==> config.mk <==
export PLATFORM = sky130hd
export DESIGN_NAME = ddp_dma_done_irq_pending
export DESIGN_NICKNAME = d
export VERILOG_FILES = /design/src/design/ddp_pkg.sv /design/src/design/ddp_dma_done_irq_pending.sv
export SDC_FILE = /design/constraint.sdc
export NUM_CORES = 1
export LEC_CHECK = 0
export ABC_AREA = 1
export BUFFER_PORTS_ARGS = -buffer_cell sky130_fd_sc_hd__buf_2
export CAP_MARGIN = 20
export CORE_MARGIN = 2
export CORE_UTILIZATION = 50
export CTS_BUF_LIST = sky130_fd_sc_hd__clkbuf_4 sky130_fd_sc_hd__clkbuf_8 sky130_fd_sc_hd__clkbuf_16
export CTS_CLUSTER_SIZE = 16
export DETAILED_ROUTE_END_ITERATION = 8
export GPL_ROUTABILITY_DRIVEN = 0
export PLACE_DENSITY = 0.79
export SYNTH_ARGS = -nofsm -noshare
export SYNTH_HDL_FRONTEND = slang
export SYNTH_SLANG_ARGS = --single-unit
==> constraint.sdc <==
create_clock -name ref_clk -period 9.12 [get_ports ref_clk]
set_clock_uncertainty 0.2 [all_clocks]
set_input_delay 1.824 -clock ref_clk [delete_from_list [all_inputs] [get_ports ref_clk]]
set_output_delay 1.824 -clock ref_clk [all_outputs]
set_load 0.05 [all_outputs]
==> src/design/ddp_pkg.sv <==
// completion-pending interrupt bookkeeping: shared constants and carriers
// assumes a 32-bit apb slave and a single 20 mhz controller clock
package ddp_pkg;

    // register byte offsets on the apb window
    localparam logic [7:0] DDP_OFF_EN_MASK_LO = 8'h00;
    localparam logic [7:0] DDP_OFF_EN_MASK_HI = 8'h04;
    localparam logic [7:0] DDP_OFF_EN_CLR_LO = 8'h08;
    localparam logic [7:0] DDP_OFF_EN_CLR_HI = 8'h0c;
    localparam logic [7:0] DDP_OFF_EN_SET_LO = 8'h10;
    localparam logic [7:0] DDP_OFF_EN_SET_HI = 8'h14;
    localparam logic [7:0] DDP_OFF_PEND_LO = 8'h18;
    localparam logic [7:0] DDP_OFF_PEND_HI = 8'h1c;
    localparam logic [7:0] DDP_OFF_PEND_CLR_LO = 8'h20;
    localparam logic [7:0] DDP_OFF_PEND_CLR_HI = 8'h24;

    // widths and layout
    localparam int DDP_ADDR_W = 8;
    localparam int DDP_DATA_W = 32;
    localparam int DDP_CODE_W = 6;
    localparam int DDP_NUM_CODES = 64;
    localparam int DDP_HALF = 32;

    // reset values
    localparam logic [63:0] DDP_RST_MASK = 64'h0000000000000000;
    localparam logic [63:0] DDP_RST_PEND = 64'h0000000000000000;
    localparam logic [31:0] DDP_RST_DATA = 32'h00000000;

    // apb request as driven by the master
    typedef struct packed {
        logic psel;
        logic penable;
        logic pwrite;
        logic [DDP_ADDR_W-1:0] paddr;
        logic [DDP_DATA_W-1:0] pwdata;
    } ddp_apb_req_s;

    // one completion report: channel options plus which kind of completion
    typedef struct packed {
        logic valid;
        logic final_hit;
        logic final_done_irq_en;
        logic interim_done_irq_en;
        logic [DDP_CODE_W-1:0] completion_code;
    } ddp_done_s;

    // whole state of the block
    typedef struct packed {
        logic [DDP_NUM_CODES-1:0] irq_enable_mask;
        logic [DDP_NUM_CODES-1:0] completion_pending;
        logic armed;
        logic irq;
        logic pready;
        logic pslverr;
        logic [DDP_DATA_W-1:0] prdata;
    } ddp_state_s;

endpackage

==> src/design/ddp_dma_done_irq_pending.sv <==
// completion-code pending bits, enable mask and one level interrupt
// assumes apb master and both completion sources run on ref_clk
//
// How it works
// - ones on low set port raise enables
// - ones on upper set port raise enables
// - code counts only when matching enable set
// - engine reports normal, controller reports early completion
// - code equals options completion-code field
// - code n sets pending bit n
// - pending stays set until software clears
// - ones on low clear port drop pending
// - ones on upper clear port drop pending
// - no new interrupt until all pending cleared
// - pending reads back, resets to zero
// - six-bit code selects one of 64
// - enable bit gates its code's interrupt
// - ones on enable clear ports drop enables
//
// Design decisions made here: the APB register port and the register offsets.
`timescale 1ns/1ps
`default_nettype none

module ddp_dma_done_irq_pending
(
    // clock and reset
    input wire logic ref_clk,
    input wire logic rst,
    // apb slave
    input wire ddp_pkg::ddp_apb_req_s apb_req,
    output logic [ddp_pkg::DDP_DATA_W-1:0] prdata,
    output logic pready,
    output logic pslverr,
    // completion reports
    input wire ddp_pkg::ddp_done_s engine_done,
    input wire ddp_pkg::ddp_done_s ctrl_early_done,
    // interrupt
    output logic done_irq
);
    import ddp_pkg::*;

    ddp_state_s st_q;
    ddp_state_s st_d;

    logic setup_phase;
    logic wr_fire;
    logic addr_hit;
    logic engine_take;
    logic early_take;
    logic [DDP_NUM_CODES-1:0] engine_onehot;
    logic [DDP_NUM_CODES-1:0] early_onehot;
    logic [DDP_NUM_CODES-1:0] set_vec;
    logic [DDP_NUM_CODES-1:0] pend_clr_vec;
    logic [DDP_NUM_CODES-1:0] en_set_vec;
    logic [DDP_NUM_CODES-1:0] en_clr_vec;
    logic [DDP_NUM_CODES-1:0] pend_next;
    logic [DDP_NUM_CODES-1:0] live_vec;
    logic [DDP_NUM_CODES-1:0] mask_next;
    logic [DDP_DATA_W-1:0] rd_mux;

    // a report counts only when the options allow the kind of completion seen
    always_comb
    begin
        engine_take = engine_done.valid &&
            (engine_done.final_hit ? engine_done.final_done_irq_en
                                   : engine_done.interim_done_irq_en);
        early_take = ctrl_early_done.valid &&
            (ctrl_early_done.final_hit ? ctrl_early_done.final_done_irq_en
                                       : ctrl_early_done.interim_done_irq_en);
    end

    // decode the six-bit code straight from the options field to one bit
    always_comb
    begin
        engine_onehot = '0;
        early_onehot = '0;
        engine_onehot[engine_done.completion_code] = engine_take;
        early_onehot[ctrl_early_done.completion_code] = early_take;
        set_vec = engine_onehot | early_onehot;
    end

    // apb phase decode; answer comes one cycle after setup, no wait states
    assign setup_phase = apb_req.psel && !apb_req.penable;
    assign wr_fire = apb_req.psel && apb_req.penable && apb_req.pwrite && st_q.pready;

    // write-one ports; zero bits leave their targets untouched
    always_comb
    begin
        en_set_vec = '0;
        en_clr_vec = '0;
        pend_clr_vec = '0;
        if (wr_fire)
        begin
            unique case (apb_req.paddr)
                DDP_OFF_EN_SET_LO: en_set_vec[DDP_HALF-1:0] = apb_req.pwdata;
                DDP_OFF_EN_SET_HI: en_set_vec[63:DDP_HALF] = apb_req.pwdata;
                DDP_OFF_EN_CLR_LO: en_clr_vec[DDP_HALF-1:0] = apb_req.pwdata;
                DDP_OFF_EN_CLR_HI: en_clr_vec[63:DDP_HALF] = apb_req.pwdata;
                DDP_OFF_PEND_CLR_LO: pend_clr_vec[DDP_HALF-1:0] = apb_req.pwdata;
                DDP_OFF_PEND_CLR_HI: pend_clr_vec[63:DDP_HALF] = apb_req.pwdata;
                default:
                begin
                    en_set_vec = '0;
                end
            endcase
        end
    end

    // read mux and address check; write-only ports read as zero
    always_comb
    begin
        rd_mux = DDP_RST_DATA;
        addr_hit = 1'b1;
        unique case (apb_req.paddr)
            DDP_OFF_EN_MASK_LO: rd_mux = st_q.irq_enable_mask[DDP_HALF-1:0];
            DDP_OFF_EN_MASK_HI: rd_mux = st_q.irq_enable_mask[63:DDP_HALF];
            DDP_OFF_PEND_LO: rd_mux = st_q.completion_pending[DDP_HALF-1:0];
            DDP_OFF_PEND_HI: rd_mux = st_q.completion_pending[63:DDP_HALF];
            DDP_OFF_EN_CLR_LO, DDP_OFF_EN_CLR_HI, DDP_OFF_EN_SET_LO, DDP_OFF_EN_SET_HI,
            DDP_OFF_PEND_CLR_LO, DDP_OFF_PEND_CLR_HI: rd_mux = DDP_RST_DATA;
            default: addr_hit = 1'b0;
        endcase
    end

    // a set in the same cycle as a clear wins, so no completion is lost
    assign pend_next = (st_q.completion_pending & ~pend_clr_vec) | set_vec;
    // set and clear of one enable bit together: the set is taken; kept apart
    // from the state copy so the interrupt term does not loop through st_d
    assign mask_next = (st_q.irq_enable_mask & ~en_clr_vec) | en_set_vec;
    assign live_vec = pend_next & mask_next;

    // next state of the whole block
    always_comb
    begin
        st_d = st_q;
        st_d.irq_enable_mask = mask_next;
        st_d.completion_pending = pend_next;
        // rearm only once every pending bit, enabled or not, is gone
        if (pend_next == '0)
        begin
            st_d.armed = 1'b1;
        end
        else if (st_q.armed && !st_q.irq && (live_vec != '0))
        begin
            st_d.armed = 1'b0;
        end
        // level stays up while any enabled bit pends; new rise needs the arm
        st_d.irq = (live_vec != '0) && (st_q.irq || st_q.armed);
        // apb answer registered in the setup cycle
        st_d.pready = setup_phase;
        st_d.pslverr = setup_phase && !addr_hit;
        if (setup_phase)
        begin
            st_d.prdata = apb_req.pwrite ? DDP_RST_DATA : rd_mux;
        end
    end

    // register the state
    always_ff @(posedge ref_clk or posedge rst)
    begin
        if (rst)
        begin
            st_q.irq_enable_mask <= DDP_RST_MASK;
            st_q.completion_pending <= DDP_RST_PEND;
            st_q.armed <= 1'b1;
            st_q.irq <= 1'b0;
            st_q.pready <= 1'b0;
            st_q.pslverr <= 1'b0;
            st_q.prdata <= DDP_RST_DATA;
        end
        else
        begin
            st_q <= st_d;
        end
    end

    // outputs come straight from the state flops
    assign prdata = st_q.prdata;
    assign pready = st_q.pready;
    assign pslverr = st_q.pslverr;
    assign done_irq = st_q.irq;

    logic wr_en_set_lo;
    logic wr_en_set_hi;
    logic wr_en_clr_lo;
    logic wr_en_clr_hi;
    logic wr_pend_clr_lo;
    logic wr_pend_clr_hi;
    logic rd_pend_lo;
    logic rd_pend_hi;
    logic wr_pend_ro;
    assign wr_en_set_lo = wr_fire && (apb_req.paddr == DDP_OFF_EN_SET_LO);
    assign wr_en_set_hi = wr_fire && (apb_req.paddr == DDP_OFF_EN_SET_HI);
    assign wr_en_clr_lo = wr_fire && (apb_req.paddr == DDP_OFF_EN_CLR_LO);
    assign wr_pend_clr_lo = wr_fire && (apb_req.paddr == DDP_OFF_PEND_CLR_LO);
    assign wr_pend_clr_hi = wr_fire && (apb_req.paddr == DDP_OFF_PEND_CLR_HI);
    assign rd_pend_lo = setup_phase && !apb_req.pwrite && (apb_req.paddr == DDP_OFF_PEND_LO);
    assign rd_pend_hi = setup_phase && !apb_req.pwrite && (apb_req.paddr == DDP_OFF_PEND_HI);
    assign wr_en_clr_hi = wr_fire && (apb_req.paddr == DDP_OFF_EN_CLR_HI);
    assign wr_pend_ro = wr_fire &&
        ((apb_req.paddr == DDP_OFF_PEND_LO) || (apb_req.paddr == DDP_OFF_PEND_HI));
endmodule // ddp_dma_done_irq_pending

`default_nettype wire

==> qor.tcl <==
set qor(synth_seq_area_share_pct) 38.90
set qor(postSynthRegisterBits) 164
set qor(synthesis.instances) 1501
set qor(final_max_slew_viol_count) 0
set qor(max_slew.worst_pin.slew_ns) 0.9982
set qor(timing.final.crit_share_pct) 49.89
set qor(core-area_mm2) 0.02089
set qor(post_cts_resized) 0
set qor(antenna_found_initial) 4
set qor(timing.critical_path.max_delay_family) {simple AND/OR/NAND/NOR gates}
set qor(synthesis.yosys.warnings) 0
set qor(worst_hold_path_type) {flip-flop to flip-flop}
set qor(timing.critical_path.cells) {buf_2 > nand2_1 > inv_2 > nand2_8 > nor2_1 > nand2_1 > nand2_1 > o21ai_0 > nand2_1 > nand2_1 > nor2_1 > nand2_1 > nor2_1 > nand2_1 > o21ai_1 > nand2_1 > nand2_1}
set qor(critPathArrivalTime_ns) 4.74
set qor(drt-total-wl_um) 31920
set qor(largest_net_degree_at_the_start_of_global_routing) 91
set qor(r2r_start) {pready}
set qor(drt_first_pass_iters) 6
set qor(rsz0062_at_grt) {false}
set qor(type_of_element_launching_the_critical_path) {input pin}
set qor(via_count) 10290
set qor(finalNonFillerCells) 1832
set qor(design_area_mm2) 0.01164
set qor(grt_first_pass_wirelength_um) 50740
set qor(yosysUniqueCellTypes) 27
set qor(hold_path_start) {st_q[35]}
set qor(cpMaxStageDelayCell) {sky130_fd_sc_hd__nor2_1}
set qor(max-cap-violations) 0
set qor(n_fill_cell) 1911
set qor(hold_viol_final) 0
set qor(wl_per_cell_um) 17.42
set qor(total_met3_wirelength_after_detailed_routing_um) 3073
set qor(fraction_of_final_layout_cells_sized_beyond_drive_strength_1_pct) 14.48
set qor(total_congestion_overflow_after_global_routing) 0
set qor(cts.repair_timing.setup_buffer_count) 0
set qor(powerDensity_mw_per_mm2) 160.8
set qor(detailroute.wirelength.met2_um) 14710
set qor(slew_headroom_pct) 32.94
set qor(peak_freq_mhz) 219.8
set qor(die_x_um) 149.3
set qor(cp_max_fo) 34
set qor(maxUsedRoutingLayer) {met5}
set qor(path_clk_slew_ns) 0.07
set qor(route.detailed.drc) 0
set qor(area_delta_synth_final_pct) 10.28
set qor(cpMostUsedCell) {sky130_fd_sc_hd__nand2_1}
set qor(first_global_vias) 9700
set qor(place_area_mm2) 0.01096
set qor(dp.final_hpwl_um) 21190
set qor(grt_usage_pct) 29.27
set qor(floorplan.die.height_um) 149.3
set qor(status) {complete, no violations}
set qor(cts_tree) {built}
set qor(detail_route.wirelength.met1_um) 13070
set qor(vdd_drop_max_mv) 0.08610
set qor(worst_setup_path_end_kind) {flip-flop}
set qor(die_area_mm2) 0.02229
set qor(ios) 100
set qor(finalSetupViolCount) 0
set qor(p_leak_nw) 6.075
set qor(crit_start) {apb_req[41]}
set qor(ctsHoldBuffers) 0
set qor(viasPerCell) 5.616
set qor(synth_area_per_cell_um2) 7.031
set qor(worst-setup-path-type) {input pin to flip-flop}
set qor(placement_rows) 53
set qor(drt_first_iter_violations) 1208
set qor(required_time_worst_endpoint_ns) 9.31
set qor(total_buffers_and_inverters_traversed_by_the_critical_path) 2
set qor(antenna_violating_nets_post_route) 0
set qor(cts_buffers) 17
set qor(min_period_ns) 4.550
set qor(synthesis.nets) 1566
set qor(start_util_pct) 50.52
set qor(clock_buffer_depth) 2
set qor(tns_ns) 0
set qor(place_inst) 1794
set qor(buffer_ports.inserted) 99
set qor(clock_tree.root_cell) {sky130_fd_sc_hd__clkbuf_16}
set qor(timing.critical_path.slowest_cell_delay_ns) 0.57
set qor(h_tree_level_count) 4
set qor(clock-sinks) 164
set qor(worstSkewPairLatency_ns) 0.44
set qor(synthesis.area_mm2) 0.01055
set qor(total_nets_final) 1606
==> where the power goes <==
group          internal, mW  switching [mW]
Sequential            0.802          0.0447
Combinational        0.0769           0.204
Clock                 0.423           0.322
==> path summary, 6_finish.rpt <==
check / end / slack [ns] / cells past startpoint
min in group asynchronous: prdata[30] / 1.31 / 2
worst max-delay path: st_q[35] / 4.57 / 17
worst min register to register: st_q[35] / 0.28 / 2
max in group asynchronous: done_irq / 5.93 / 3
worst max register to register: st_q[35] / 6.15 / 16
worst min-delay path: st_q[35] / 0.28 / 2
==> state kept, by name, summed over array words and instances, names as in the netlist <==
register	cells
done_irq	1
pslverr	1
pready	1
st_q	129
prdata	32
==> cell usage after synthesis, drive strengths merged <==
master	n	area (um2)
clkbuf	36	135.1
nor2	189	1209
nor4	9	56.30
a221oi	32	280.3
inv	111	416.7
nand2	619	2338
nand3b	5	37.54
o21ai	94	470.5
dfrtp	163	4079
nand4	5	31.28
buf	55	414.1
nand3	179	1036
nor3	2	15.01
o22a	1	8.760
dfstp	1	26.28
==> layout make-up <==
cell class	instances	area (um2)	share of cell area, %
multi-input cells	1135	5507	47.31
flip-flops and latches	164	4105	35.27
repair buffers	112	653.1	5.612
clock buffers	19	452.9	3.892
inverters	111	421.7	3.623
well taps	275	344.1	2.956
clock inverters	13	147.6	1.269
diodes	3	7.507	0.06450
==> metal layers <==
metal / track usage, % / up-vias
met4: 12.24 / 4
met2: 45.85 / 577
met1: 39.55 / 4755
met3: 6.116 / 86
met5: 0 / -
li1: - / 4866
==> cells by family after synthesis <==
family	Yosys count	synth area share, %
flip-flops	164	38.90
AO/OA/AOI/OAI	127	7.196
AND/OR/NAND/NOR	1008	44.75
buffers and inverters	202	9.152
==> worst register-to-register path: cells and delay by family, from the launching register on <==
family | cells | cell delay [ns]
compound gates | 2 | 0.24
buf+inv | 1 | 0.16
flops | 1 | 0.34
simple gates | 13 | 1.99
==> per-stage QoR <==
step	hold slack (ns)	setup WS, ns	utilization, %	total power [mW]
6_report	0.2758	4.570	55.72	1.872
5_1_grt	0.2954	4.321	55.69	1.941
4_1_cts	0.2768	4.597	55.32	1.863
3_5_place_dp	0.2673	4.151	52.45	1.123
3_3_place_gp	0.2578	4.187	52.38	1.117
2_1_floorplan	0.2419	2.664	-	1.030
==> cells in the final DEF, fill, tap and decap left out, drive strengths merged <==
master and n:
nand3b 5, nor3 2, nand3 179, clkinvlp 1
o22a 1, inv 116, buf 112, nand4 5
bufinv 2, o21ai 94, nor2 189, nand2 619
a221oi 32, nor4 9, clkbuf 19, clkinv 5
dfrtp 163, dfstp 1, diode 3
(Power assumes the default switching activity.)
